`src/rtl/gpio_exp_pkg.sv`:
```
// constants, types and register map of the eight-line port expander
package gpio_exp_pkg;
  localparam int          LINES        = 8;
  localparam int          SYS_CLK_MHZ  = 200;
  localparam int          SPIKE_NS     = 50;
  localparam int          FILT_CYC     = (SPIKE_NS * SYS_CLK_MHZ) / 1000;
  localparam int          FILT_W       = 4;
  localparam logic [4:0]  OFF_INPUT    = 5'h00;
  localparam logic [4:0]  OFF_OUTPUT   = 5'h04;
  localparam logic [4:0]  OFF_POL      = 5'h08;
  localparam logic [4:0]  OFF_DIR      = 5'h0C;
  localparam logic [4:0]  OFF_IRQ_STAT = 5'h10;
  localparam logic [4:0]  OFF_IRQ_EN   = 5'h14;
  localparam logic [4:0]  OFF_IRQ_CLR  = 5'h18;
  localparam logic [1:0]  CMD_INPUT    = 2'h0;
  localparam logic [1:0]  CMD_OUTPUT   = 2'h1;
  localparam logic [1:0]  CMD_POL      = 2'h2;
  localparam logic [1:0]  CMD_DIR      = 2'h3;
  localparam logic [7:0]  OUT_RST      = 8'hFF;
  localparam logic [7:0]  POL_RST      = 8'h00;
  localparam logic [7:0]  DIR_RST      = 8'hFF;
  localparam int          IRQ_W        = 3;
  localparam int          IRQ_CHG      = 0;
  localparam int          IRQ_WR       = 1;
  localparam int          IRQ_RD       = 2;
  localparam logic [2:0]  IRQ_RST      = 3'h0;
  localparam logic [3:0]  BIT_LAST     = 4'h8;

  typedef struct packed {
    logic [4:0]  adr;
    logic        we;
    logic [3:0]  sel;
    logic [31:0] dat;
  } wb_req_t;

  typedef enum logic [4:0] {
    I_IDLE = 5'b00001,
    I_RECV = 5'b00010,
    I_ACK  = 5'b00100,
    I_SEND = 5'b01000,
    I_MACK = 5'b10000
  } i2c_state_t;
endpackage

```
`src/rtl/gpio_expander.sv`:
```
// eight-line port expander: two-wire slave, register bus, port and interrupt logic
//
// Local design decisions: the address map and the Wishbone register port.
`timescale 1ns/1ps
// Summary of operation
// - Each of the 8 lines is an input or an output as its direction bit says, and is driven or released to match.
// - The sensed level of each line sits in an input register and the value to drive sits in a separate output register.
// - A polarity bit per line inverts the input value returned on reads.
// - Direction, output, polarity, interrupt status and interrupt enable registers read back their contents; the interrupt clear offset reads as zero.
// - The interrupt is asserted while any input line differs from its value held in the input register.
// - The interrupt pin is open drain and active low, pulled low when asserted and released otherwise.
// - Reset loads every register with its default and returns the bus state machine to idle.
// - After reset all 8 lines are inputs and none is driven.
// - The slave address comes from 3 four-level address pins, giving 64 addresses.
// - The serial interface works with master clocks of 100 kHz, 400 kHz and 1 MHz.
// - Serial clock and data inputs are filtered for noise before the protocol logic sees them.
// - A parameter selects which variant's address map the pins decode to.
module gpio_expander #(
  parameter logic VARIANT = 1'b0
) (
  input  wire logic                    clk_i,
  input  wire logic                    rst_i,
  input  wire logic                    wb_cyc_i,
  input  wire logic                    wb_stb_i,
  input  wire gpio_exp_pkg::wb_req_t   wb_req_i,
  output logic [31:0]                  wb_dat_o,
  output logic                         wb_ack_o,
  output logic                         irq_o,
  input  wire logic                    scl_i,
  input  wire logic                    sda_i,
  output logic                         sda_o,
  output logic                         sda_oe_n_o,
  input  wire logic [1:0]              addr_sel_0_i,
  input  wire logic [1:0]              addr_sel_1_i,
  input  wire logic [1:0]              addr_sel_2_i,
  input  wire logic [7:0]              port_line_i,
  output logic [7:0]                   port_line_o,
  output logic [7:0]                   port_line_oe_n_o,
  output logic                         int_n_o,
  output logic                         int_oe_n_o
);
  logic [7:0]                  pin_s1_r;
  logic [7:0]                  pin_s2_r;
  logic [1:0]                  scl_s_r;
  logic [1:0]                  sda_s_r;
  logic [5:0]                  asel_s1_r;
  logic [5:0]                  asel_s2_r;
  logic                        scl_f_r;
  logic                        sda_f_r;
  logic                        scl_prev_r;
  logic                        sda_prev_r;
  logic [gpio_exp_pkg::FILT_W-1:0] scl_cnt_r;
  logic [gpio_exp_pkg::FILT_W-1:0] sda_cnt_r;
  logic [7:0]                  in_r;
  logic [7:0]                  out_r;
  logic [7:0]                  pol_r;
  logic [7:0]                  dir_r;
  logic                        in_init_r;
  logic [gpio_exp_pkg::IRQ_W-1:0] stat_r;
  logic [gpio_exp_pkg::IRQ_W-1:0] en_r;
  gpio_exp_pkg::i2c_state_t    st_r;
  logic [7:0]                  sh_r;
  logic [3:0]                  bit_r;
  logic [1:0]                  byte_r;
  logic                        rw_r;
  logic [1:0]                  ptr_r;
  logic                        nack_r;
  logic                        sda_drv_r;
  logic                        i2c_wr;
  logic                        i2c_rd_in;
  logic                        wb_go;
  logic                        wb_wr;
  logic                        wb_rd;
  logic                        scl_rise;
  logic                        scl_fall;
  logic                        start_c;
  logic                        stop_c;
  logic [6:0]                  own_addr;
  logic                        mismatch;
  // read value of a port register as seen by either bus
  function automatic logic [7:0] port_read(input logic [1:0] idx, input logic [7:0] inv,
                                           input logic [7:0] outv, input logic [7:0] polv,
                                           input logic [7:0] dirv);
    logic [7:0] v;
    v = 8'h00;
    unique case (idx)
      gpio_exp_pkg::CMD_INPUT:  v = inv ^ polv;
      gpio_exp_pkg::CMD_OUTPUT: v = outv;
      gpio_exp_pkg::CMD_POL:    v = polv;
      gpio_exp_pkg::CMD_DIR:    v = dirv;
    endcase
    return v;
  endfunction
  // noise filter: level passes only after staying put for the filter time
  function automatic logic [gpio_exp_pkg::FILT_W-1:0] filt_next(input logic raw, input logic cur,
                                                                input logic [gpio_exp_pkg::FILT_W-1:0] cnt);
    logic [gpio_exp_pkg::FILT_W-1:0] n;
    n = '0;
    if (raw != cur)
      n = cnt + 1'b1;
    return n;
  endfunction
  // synchronisers for every pin
  always_ff @(posedge clk_i)
  begin
    pin_s1_r  <= port_line_i;
    pin_s2_r  <= pin_s1_r;
    scl_s_r   <= {scl_s_r[0], scl_i};
    sda_s_r   <= {sda_s_r[0], sda_i};
    asel_s1_r <= {addr_sel_2_i, addr_sel_1_i, addr_sel_0_i};
    asel_s2_r <= asel_s1_r;
  end
  // spike filter on the serial pair
  always_ff @(posedge clk_i)
  begin
    if (rst_i)
    begin
      scl_f_r    <= 1'b1;
      sda_f_r    <= 1'b1;
      scl_cnt_r  <= '0;
      sda_cnt_r  <= '0;
      scl_prev_r <= 1'b1;
      sda_prev_r <= 1'b1;
    end
    else
    begin
      scl_cnt_r  <= filt_next(scl_s_r[1], scl_f_r, scl_cnt_r);
      sda_cnt_r  <= filt_next(sda_s_r[1], sda_f_r, sda_cnt_r);
      if (scl_cnt_r == gpio_exp_pkg::FILT_W'(gpio_exp_pkg::FILT_CYC))
        scl_f_r <= scl_s_r[1];
      if (sda_cnt_r == gpio_exp_pkg::FILT_W'(gpio_exp_pkg::FILT_CYC))
        sda_f_r <= sda_s_r[1];
      scl_prev_r <= scl_f_r;
      sda_prev_r <= sda_f_r;
    end
  end
  // 200 MHz sampling leaves ample margin at 1 MHz
  assign scl_rise = scl_f_r & ~scl_prev_r;
  assign scl_fall = ~scl_f_r & scl_prev_r;
  assign start_c  = scl_f_r & scl_prev_r & sda_prev_r & ~sda_f_r;
  assign stop_c   = scl_f_r & scl_prev_r & ~sda_prev_r & sda_f_r;
  assign own_addr = {VARIANT, asel_s2_r};
  // two-wire slave state machine
  always_ff @(posedge clk_i)
  begin
    if (rst_i)
    begin
      st_r      <= gpio_exp_pkg::I_IDLE;
      sh_r      <= 8'h00;
      bit_r     <= 4'h0;
      byte_r    <= 2'h0;
      rw_r      <= 1'b0;
      ptr_r     <= gpio_exp_pkg::CMD_INPUT;
      nack_r    <= 1'b0;
      sda_drv_r <= 1'b0;
    end
    else if (stop_c)
    begin
      st_r      <= gpio_exp_pkg::I_IDLE;
      sda_drv_r <= 1'b0;
    end
    else if (start_c)
    begin
      st_r      <= gpio_exp_pkg::I_RECV;
      bit_r     <= 4'h0;
      byte_r    <= 2'h0;
      sda_drv_r <= 1'b0;
    end
    else
    begin
      unique case (st_r)
        gpio_exp_pkg::I_IDLE:
          sda_drv_r <= 1'b0;
        gpio_exp_pkg::I_RECV:
        begin
          if (scl_rise)
          begin
            sh_r  <= {sh_r[6:0], sda_f_r};
            bit_r <= bit_r + 4'h1;
          end
          else if (scl_fall && bit_r == gpio_exp_pkg::BIT_LAST)
          begin
            if (byte_r == 2'h0 && sh_r[7:1] != own_addr)
              st_r <= gpio_exp_pkg::I_IDLE;
            else
            begin
              st_r      <= gpio_exp_pkg::I_ACK;
              sda_drv_r <= 1'b1;
              if (byte_r == 2'h0)
                rw_r <= sh_r[0];
              else if (byte_r == 2'h1)
                ptr_r <= sh_r[1:0];
            end
          end
        end
        gpio_exp_pkg::I_ACK:
        begin
          if (scl_fall)
          begin
            bit_r <= 4'h0;
            if (byte_r != 2'h2)
              byte_r <= byte_r + 2'h1;
            if (rw_r)
            begin
              st_r      <= gpio_exp_pkg::I_SEND;
              sh_r      <= port_read(ptr_r, pin_s2_r, out_r, pol_r, dir_r);
              sda_drv_r <= ~port_read(ptr_r, pin_s2_r, out_r, pol_r, dir_r) >> 7 == 8'h00 ? 1'b0 : 1'b1;
            end
            else
            begin
              st_r      <= gpio_exp_pkg::I_RECV;
              sda_drv_r <= 1'b0;
            end
          end
        end
        gpio_exp_pkg::I_SEND:
        begin
          if (scl_fall)
          begin
            bit_r <= bit_r + 4'h1;
            if (bit_r == 4'h7)
            begin
              st_r      <= gpio_exp_pkg::I_MACK;
              sda_drv_r <= 1'b0;
            end
            else
            begin
              sh_r      <= {sh_r[6:0], 1'b0};
              sda_drv_r <= ~sh_r[6];
            end
          end
        end
        gpio_exp_pkg::I_MACK:
        begin
          if (scl_rise)
            nack_r <= sda_f_r;
          else if (scl_fall)
          begin
            bit_r <= 4'h0;
            if (nack_r)
              st_r <= gpio_exp_pkg::I_IDLE;
            else
            begin
              st_r      <= gpio_exp_pkg::I_SEND;
              sh_r      <= port_read(ptr_r, pin_s2_r, out_r, pol_r, dir_r);
              sda_drv_r <= ~port_read(ptr_r, pin_s2_r, out_r, pol_r, dir_r) >> 7 == 8'h00 ? 1'b0 : 1'b1;
            end
          end
        end
        default:
          st_r <= gpio_exp_pkg::I_IDLE;
      endcase
    end
  end
  assign i2c_wr    = (st_r == gpio_exp_pkg::I_RECV) && scl_fall && bit_r == gpio_exp_pkg::BIT_LAST
                     && byte_r == 2'h2 && !stop_c && !start_c;
  assign i2c_rd_in = rw_r && scl_fall && !stop_c && !start_c && ptr_r == gpio_exp_pkg::CMD_INPUT
                     && (st_r == gpio_exp_pkg::I_ACK || (st_r == gpio_exp_pkg::I_MACK && !nack_r));
  // register bus slave
  assign wb_go = wb_cyc_i & wb_stb_i & ~wb_ack_o;
  assign wb_wr = wb_go & wb_req_i.we & wb_req_i.sel[0];
  assign wb_rd = wb_go & ~wb_req_i.we;
  always_ff @(posedge clk_i)
  begin
    if (rst_i)
    begin
      wb_ack_o <= 1'b0;
      wb_dat_o <= 32'h0000_0000;
    end
    else
    begin
      wb_ack_o <= wb_go;
      wb_dat_o <= 32'h0000_0000;
      if (wb_rd)
      begin
        unique case (wb_req_i.adr)
          gpio_exp_pkg::OFF_INPUT:    wb_dat_o[7:0] <= pin_s2_r ^ pol_r;
          gpio_exp_pkg::OFF_OUTPUT:   wb_dat_o[7:0] <= out_r;
          gpio_exp_pkg::OFF_POL:      wb_dat_o[7:0] <= pol_r;
          gpio_exp_pkg::OFF_DIR:      wb_dat_o[7:0] <= dir_r;
          gpio_exp_pkg::OFF_IRQ_STAT: wb_dat_o[gpio_exp_pkg::IRQ_W-1:0] <= stat_r;
          gpio_exp_pkg::OFF_IRQ_EN:   wb_dat_o[gpio_exp_pkg::IRQ_W-1:0] <= en_r;
          default:                    wb_dat_o <= 32'h0000_0000;
        endcase
      end
    end
  end
  // port configuration registers, register bus wins a same-cycle collision
  always_ff @(posedge clk_i)
  begin
    if (rst_i)
    begin
      out_r <= gpio_exp_pkg::OUT_RST;
      pol_r <= gpio_exp_pkg::POL_RST;
      dir_r <= gpio_exp_pkg::DIR_RST;
    end
    else if (wb_wr)
    begin
      if (wb_req_i.adr == gpio_exp_pkg::OFF_OUTPUT)
        out_r <= wb_req_i.dat[7:0];
      if (wb_req_i.adr == gpio_exp_pkg::OFF_POL)
        pol_r <= wb_req_i.dat[7:0];
      if (wb_req_i.adr == gpio_exp_pkg::OFF_DIR)
        dir_r <= wb_req_i.dat[7:0];
    end
    else if (i2c_wr)
    begin
      if (ptr_r == gpio_exp_pkg::CMD_OUTPUT)
        out_r <= sh_r;
      if (ptr_r == gpio_exp_pkg::CMD_POL)
        pol_r <= sh_r;
      if (ptr_r == gpio_exp_pkg::CMD_DIR)
        dir_r <= sh_r;
    end
  end
  // input register: captured after reset and on each read of it
  always_ff @(posedge clk_i)
  begin
    if (rst_i)
    begin
      in_r      <= 8'h00;
      in_init_r <= 1'b1;
    end
    else
    begin
      in_init_r <= 1'b0;
      if (in_init_r || i2c_rd_in || (wb_rd && wb_req_i.adr == gpio_exp_pkg::OFF_INPUT))
        in_r <= pin_s2_r;
    end
  end
  assign mismatch = |((pin_s2_r ^ in_r) & dir_r) & ~in_init_r;
  // port drivers and open-drain change interrupt
  always_ff @(posedge clk_i)
  begin
    if (rst_i)
    begin
      port_line_o      <= gpio_exp_pkg::OUT_RST;
      port_line_oe_n_o <= 8'hFF;
      int_n_o          <= 1'b0;
      int_oe_n_o       <= 1'b1;
      sda_o            <= 1'b0;
      sda_oe_n_o       <= 1'b1;
    end
    else
    begin
      port_line_o      <= out_r;
      port_line_oe_n_o <= dir_r;
      int_n_o          <= 1'b0;
      int_oe_n_o       <= ~mismatch;
      sda_o            <= 1'b0;
      sda_oe_n_o       <= ~sda_drv_r;
    end
  end
  // sticky event status, set wins over clear
  always_ff @(posedge clk_i)
  begin
    if (rst_i)
    begin
      stat_r <= gpio_exp_pkg::IRQ_RST;
      en_r   <= gpio_exp_pkg::IRQ_RST;
      irq_o  <= 1'b0;
    end
    else
    begin
      if (wb_wr && wb_req_i.adr == gpio_exp_pkg::OFF_IRQ_EN)
        en_r <= wb_req_i.dat[gpio_exp_pkg::IRQ_W-1:0];
      stat_r <= (stat_r & ~((wb_wr && wb_req_i.adr == gpio_exp_pkg::OFF_IRQ_CLR)
                             ? wb_req_i.dat[gpio_exp_pkg::IRQ_W-1:0] : gpio_exp_pkg::IRQ_RST))
                | {i2c_rd_in, i2c_wr, mismatch};
      irq_o  <= |(stat_r & en_r);
    end
  end
endmodule

```
`config.mk`:
```
export PLATFORM = sky130hd
export DESIGN_NAME = gpio_expander
export DESIGN_NICKNAME = d
export VERILOG_FILES = /design/src/rtl/gpio_exp_pkg.sv /design/src/rtl/gpio_expander.sv
export SDC_FILE = /design/constraint.sdc
export NUM_CORES = 1
export LEC_CHECK = 0
export BUFFER_PORTS_ARGS = -buffer_cell sky130_fd_sc_hd__buf_2
export CAP_MARGIN = 0
export CELL_PAD_IN_SITES_DETAIL_PLACEMENT = 1
export CELL_PAD_IN_SITES_GLOBAL_PLACEMENT = 1
export CORE_UTILIZATION = 45
export DETAILED_ROUTE_END_ITERATION = 10
export GPL_TIMING_DRIVEN = 0
export PLACE_DENSITY = 0.93
export SYNTH_ARGS = -nofsm -noshare
export SYNTH_HDL_FRONTEND = slang
export SYNTH_SLANG_ARGS = --single-unit
```
`constraint.sdc`:
```
create_clock -name clk_i -period 4.8 [get_ports clk_i]
set_input_delay 0.96 -clock clk_i [delete_from_list [all_inputs] [get_ports clk_i]]
set_output_delay 0.96 -clock clk_i [all_outputs]
set_load 0.005 [all_outputs]
```
==> flow_metrics.tcl, run 1 <==
set metrics [dict create \
    gr-usage-all-layers 0.2895 \
    layout.cells.non_filler 931 \
    ios 116 \
    hpwlAfterDp_um 13060 \
    skew_ps 9.853 \
    routed_wl_um 18410 \
    peakVddDrop_v 0.0002490 \
    hold_buffers 0 \
    hold_class "flop to flop" \
    ys_seq_area_frac 0.4580 \
    grt_overflow 0 \
    crit_cells 8 \
    synth_edf_count 0 \
    nNetsFinal 817 \
    dieHeight_um 116.5 \
    grt_antenna_before_repair 0 \
    vias_per_cell 5.622 \
    syn_inst 641 \
    syn_avg_cell_area_um2 9.205 \
    startpoint_type "primary input" \
    worstPathArrival_ps 3370 \
    placed_area_um2 6515 \
    postRouteAntennaNets 0 \
    cts-root-buf "clkbuf_16" \
    tightest_slew_ps 1007 \
    final_area_um2 7076 \
    placementRows 41 \
    drc 0 \
    netlist_area_um2 5901 \
    crit_required_ps 5140 \
    ys_seq_elements 135 \
    synth_top_area_frac 0.4580 \
    p_leak_nw 2.812 \
    first_pass_iters 5 \
    crit_family "compound AO/OA/AOI/OAI gates" \
    cpMaxStageDelayCell "a31oi_1" \
    via_count 5234 \
    first_global_vias 5539 \
    clkTransAtPathRegs_ps 60 \
    die_area_um2 13570 \
    post_cts_buffers 0 \
    end_kind "flop" \
    syn_to_final_growth_pct 19.91 \
    synth_async_sr_flop_share 0 \
    power.switching_w 0.0005930 \
    chipWidth_um 116.5 \
    ff_latch_area_um2 2703 \
    synth-main-ff-cell "dfxtp_1" \
    core_area_um2 12720 \
    grt_max_degree 17 \
    outcome "complete, no violations" \
    critPathMaxFanout 10 \
    reg2reg_depth 7 \
    clk_latency_ps 430 \
    crit_buf_inv 2 \
    setup-tns-final_ps 0 \
    drt-initial-drc-count 418 \
    initial_core_util 0.4638 \
    setup_violations 0 \
    min_path_cells 0 \
    p_int_w 0.001933 \
    slew_headroom 0.3259 \
    comb_power_share 0.049 \
    slew_violations 0 \
    synth_most_common_cell "dfxtp_1" \
    grt_pass1_wl_um 28840 \
    num_antenna_cells 0 \
    ctsHtreeMaxLevel 4 \
    switching_share 0.2348 \
    numPlacedInstances 899 \
    fin_crit_sh 0.6328 \
    power.share.sequential 0.460 \
    cts_buffers 17 \
    io_buffers 61 \
    fin_crit_ps 3037 \
    p_total_w 0.002526 \
    power_density_nw_per_um2 357.0 \
    rsz0062_at_grt "no" \
    cts-resized-gates 0 \
    fill_cells 1551 \
    yosysWarnings 0 \
    power.share.clock 0.491 \
    yosysTopAreaCell "dfxtp_1" \
    gp_congestion 0.9301 \
    ys_types 65 \
    cts_sinks 135 \
    max_stage_delay_ps 750 \
    synthTopCellsByArea "dfxtp_1, mux2i_1, nor2_1, buf_4, a21oi_1" \
    yosys-top-cells-count "dfxtp_1, nor2_1, a21oi_1, nand2_1, mux2i_1" \
    timing.fmax_mhz 329.2 \
    drive_above_1_share 0.2055 \
    multi_input_area_um2 2892 \
    clock_path_buffers 2 \
    cts_tree "built" \
    hold_viol 0 \
    crit_type "primary input to flop" \
    crit_chain "buf_2 > nand3b_1 > nor2_1 > nor3b_1 > a31oi_1 > clkbuf_1 > nor2b_1 > a211oi_1" \
    post_drt_wl_per_cell_um 19.77 \
    maxCapViolations 0 \
]
## power groups by stage
stage / combinational [W] / sequential, W / clock [W]
final: 0.000124 / 0.00116 / 0.00124
after global routing: 0.000136 / 0.00116 / 0.00129
after CTS: 0.000122 / 0.00116 / 0.00125
after detailed placement: 0.000118 / 0.00119 / 0
after global placement: 0.000112 / 0.00118 / 0
after floorplan: 0.0000788 / 0.00118 / 0
## state kept, by name, summed over array words and instances, names as in the netlist, 3 cells and up
register / cells
pol_r: 8
in_r: 8
wb_dat_o: 8
sh_r: 8
pin_s2_r: 8
asel_s2_r: 6
port_line_oe_n_o: 8
bit_r: 4
port_line_o: 8
dir_r: 8
stat_r: 3
st_r: 5
out_r: 8
sda_cnt_r: 4
pin_s1_r: 8
scl_cnt_r: 4
en_r: 3
asel_s1_r: 6
## worst paths after layout
kind / start / end / slack, ps
max: wb_stb_i / pol_r[6] / 1760
min: asel_s1_r[2] / asel_s2_r[2] / 320
max reg2reg: scl_f_r / dir_r[2] / 1940
min reg2reg: asel_s1_r[2] / asel_s2_r[2] / 320
## cell type report
class,count,area share
multi-input cells,457,0.4087
clock inverters,12,0.01468
plain buffers,56,0.04704
inverters,18,0.009549
clock buffers,20,0.06454
repair buffers,61,0.04315
well taps,172,0.03042
flip-flops and latches,135,0.3820
## cell families after synthesis
logic type,after synthesis,synth area share
AOI/OAI and AO/OA,115,0.1383
xor gates and xnor gates,33,0.04898
adders and majority gates,9,0.01908
buffers and inverters,74,0.06785
DFF,135,0.4580
muxes,34,0.05810
other,1,0.0006355
and+or+nand+nor,240,0.2091
## metal layers
layer / part of all wire / vias to the layer above / wire length, um / GRT usage
met2: 0.50 / 242 / 9183 / 0.4951
met3: 0.066 / 66 / 1213 / 0.06020
met4: 0.041 / 0 / 753 / 0.1769
met5: 0 / - / 0 / 0
met1: 0.39 / 2546 / 7257 / 0.3320
li1: - / 2380 / - / -
## stage by stage
stage	hold WS (ps)	utilization	setup WS (ps)
2_1_floorplan	309.6	-	2391
3_3_place_gp	310.4	0.5121	1773
3_5_place_dp	313.5	0.5121	1515
4_1_cts	321.7	0.5562	1843
5_1_grt	327.0	0.5562	1638
6_report	318.4	0.5562	1763
## layout by cell type (no fill, tap or decap), types with 17 or more instances in the layout
cell       netlist  routed
a21oi_1         39      39
buf_2            5      66
buf_4           27      27
clkbuf_1        22      23
clkbuf_16        0      17
conb_1           1      26
dfxtp_1        135     135
inv_1           17      17
mux2i_1         32      32
nand2_1         38      38
nand3_1         17      17
nor2_1          83      83
nor2b_1         29      29
or2_2           18      18
xor2_1          21      21
(Power assumes the default switching activity.)
==> run 2, diff against run 1 <==
--- a/config.mk
+++ b/config.mk
@@ -5,14 +5,15 @@
 export SDC_FILE = /design/constraint.sdc
 export NUM_CORES = 1
 export LEC_CHECK = 0
+export ABC_AREA = 1
 export BUFFER_PORTS_ARGS = -buffer_cell sky130_fd_sc_hd__buf_2
 export CAP_MARGIN = 0
 export CELL_PAD_IN_SITES_DETAIL_PLACEMENT = 1
 export CELL_PAD_IN_SITES_GLOBAL_PLACEMENT = 1
-export CORE_UTILIZATION = 45
+export CORE_UTILIZATION = 36
 export DETAILED_ROUTE_END_ITERATION = 10
 export GPL_TIMING_DRIVEN = 0
-export PLACE_DENSITY = 0.93
+export PLACE_DENSITY = 0.83
 export SYNTH_ARGS = -nofsm -noshare
 export SYNTH_HDL_FRONTEND = slang
 export SYNTH_SLANG_ARGS = --single-unit
==> constraint.sdc (replaced) <==
create_clock -name clk_i -period 2.7 [get_ports clk_i]
set_input_delay 0.54 -clock clk_i [delete_from_list [all_inputs] [get_ports clk_i]]
set_output_delay 0.54 -clock clk_i [all_outputs]
set_load 0.005 [all_outputs]
==> run 2 against run 1 <==
  * Sequential share of layout area down 1.1 points
  * Combinational power increased to 4.9 times the previous value
  * Critical endpoint is now in_r[5]
  * Sequential cell count did not move
  * First-iteration DRC count shrank 38%
==> flow_metrics.tcl, run 2 <==
set metrics [dict create \
    initial_core_util 0.3744 \
    reg2reg_from "ptr_r[1]" \
    grt_overflow 0 \
    timing.fmax_mhz 472.6 \
    dieHeight_um 131.5 \
    hpwlAfterDp_um 13140 \
    nNetsFinal 948 \
    cts-resized-gates 0 \
    startpoint_type "primary input" \
    grt_pass1_wl_um 28420 \
    power.share.sequential 0.429 \
    outcome "complete, no violations" \
    synth_xor_area_frac 0.01597 \
    multi_input_area_um2 2748 \
    peakVddDrop_v 0.0004833 \
    ys_types 45 \
    synth_edf_count 0 \
    synth_most_common_cell "nand2_1" \
    syn_to_final_growth_pct 20.61 \
    drive_above_1_share 0.2050 \
    fin_crit_sh 0.7838 \
    synth-main-ff-cell "dfxtp_1" \
    layout.cells.non_filler 1104 \
    cts_sinks 135 \
    dp_slack_ps 207.7 \
    crit_required_ps 3060 \
    setup_ws_ps 583.8 \
    cpMaxStageDelayCell "clkbuf_1" \
    synthTopCellsByArea "dfxtp_1, nand2_1, nor2_1, inv_1, o21ai_0" \
    synth_compound_area_frac 0.1777 \
    synth_async_sr_flop_share 0 \
    r2r_slack_ps 640 \
    hold_class "primary input to flop" \
    fin_crit_ps 2116 \
    numPlacedInstances 1074 \
    netlist_area_um2 6033 \
    first_global_vias 5491 \
    worstPathArrival_ps 2480 \
    postLayoutCoreUtil 0.4516 \
    reg2reg_depth 8 \
    core_area_um2 16120 \
    cts_tree "built" \
    chipWidth_um 131.5 \
    synth_top_family_by_area "simple AND/OR/NAND/NOR gates" \
    setup-tns-final_ps 0 \
    ff_latch_area_um2 2703 \
    drt-initial-drc-count 261 \
    final_cell_mix "nand2_1, dfxtp_1, nor2_1" \
    num_antenna_cells 0 \
    crit_type "primary input to flop" \
    syn_inst 771 \
    synth_top_area_frac 0.4479 \
    gp_congestion 0.8546 \
    slew_violations 0 \
    end_kind "flop" \
    min_path_cells 1 \
    fill_cells 2020 \
    p_leak_nw 3.436 \
    power.switching_w 0.001342 \
    timing.rr.end "in_r[6]" \
    ctsHtreeMaxLevel 4 \
    tightest_slew_ps 814.2 \
    cts_buffers 17 \
    p_int_w 0.003732 \
    ios 116 \
    skew_ps 9.215 \
    cp-startpoint "rst_i" \
    crit_family "buffers and inverters" \
    critPathMaxFanout 10 \
    synthSimpleGateAreaFrac 0.2269 \
    final_common_cell "nand2_1" \
    crit_chain "buf_2 > clkbuf_1 > inv_1 > buf_2 > clkbuf_1 > o21ai_0 > nor2_1" \
    routed_wl_um 17500 \
    setup_violations 0 \
    slew_headroom 0.4572 \
    grt_antenna_before_repair 0 \
    synth_mux_area_frac 0 \
    rsz0062_at_grt "no" \
    hold_viol 0 \
    maxCapViolations 0 \
    yosysTopAreaCell "dfxtp_1" \
    drc 0 \
    ys_seq_elements 135 \
    crit_cells 7 \
    crit_end "in_r[5]" \
    via_count 5480 \
    vias_per_cell 4.964 \
    clock_path_buffers 2 \
    gr-usage-all-layers 0.2128 \
    yosysWarnings 0 \
    synth-adder-area-share 0.01866 \
    cts-root-buf "clkbuf_16" \
    postRouteAntennaNets 0 \
    io_buffers 62 \
    grt_max_degree 17 \
    clkTransAtPathRegs_ps 60 \
    post_drt_wl_per_cell_um 15.85 \
    crit_buf_inv 5 \
    yosys-top-cells-count "nand2_1, dfxtp_1, nor2_1, inv_1, o21ai_0" \
    first_pass_iters 7 \
    switching_share 0.2645 \
    ys_seq_area_frac 0.4479 \
    die_area_um2 17280 \
    power.share.clock 0.452 \
    comb_power_share 0.119 \
    hold_buffers 0 \
    placementRows 46 \
    syn_avg_cell_area_um2 7.825 \
    clk_latency_ps 440 \
    max_stage_delay_ps 610 \
    power_density_nw_per_um2 697.2 \
    post_cts_buffers 0 \
]
run 2: per-stage QoR:
| step | power (W) | hold WS, ps | cell area [um2] |
|---|---|---|---|
| 6_report | 0.005073 | 206.2 | 7277 |
| 5_1_grt | 0.005279 | 194.1 | 7277 |
| 4_1_cts | 0.005093 | 193.1 | 7277 |
| 3_5_place_dp | 0.002808 | 313.2 | 6708 |
| 3_3_place_gp | 0.002784 | 310.1 | 6708 |
| 2_1_floorplan | 0.002620 | 309.6 | 6127 |
run 2: cell type report:
type,count,area share
clock inverters,9,0.01771
multi-input cells,519,0.3776
plain buffers,42,0.04075
well taps,216,0.03714
clock buffers,21,0.06052
inverters,100,0.05227
flip-flops and latches,135,0.3714
repair buffers,62,0.04264
run 2: how the worst min path moves through the flow:
stage	from	endpoint	slack, ps
floorplan	asel_s1_r[0]	asel_s2_r[0]	310
finish	scl_i	scl_s_r[0]	210
global route	port_line_i[1]	pin_s1_r[1]	190
CTS	addr_sel_1_i[0]	asel_s1_r[2]	190
global placement	pin_s1_r[7]	pin_s2_r[7]	310
detailed placement	pin_s1_r[3]	pin_s2_r[3]	310
run 2: power by group through the flow:
stage / combinational (W) / sequential [W] / clock, W
2_1_floorplan: 0.000428 / 0.00219 / 0
6_report: 0.000604 / 0.00218 / 0.00229
5_1_grt: 0.000684 / 0.00219 / 0.00241
4_1_cts: 0.000600 / 0.00218 / 0.00232
3_5_place_dp: 0.000590 / 0.00222 / 0
3_3_place_gp: 0.000571 / 0.00221 / 0
run 2: cell families after synthesis:
family,Yosys count
fa+ha+maj,9
compound gates,169
other cells,1
buf+inv,142
xor+xnor,11
flops,135
simple gates,304
run 2: routing by layer:
metal | wire length (um) | GRT usage | vias to the layer above
met3 | 960 | 0.05478 | 30
met4 | 331 | 0.08592 | 0
met5 | 0 | 0 | -
met1 | 8034 | 0.2640 | 2602
li1 | - | - | 2682
met2 | 8173 | 0.3498 | 166
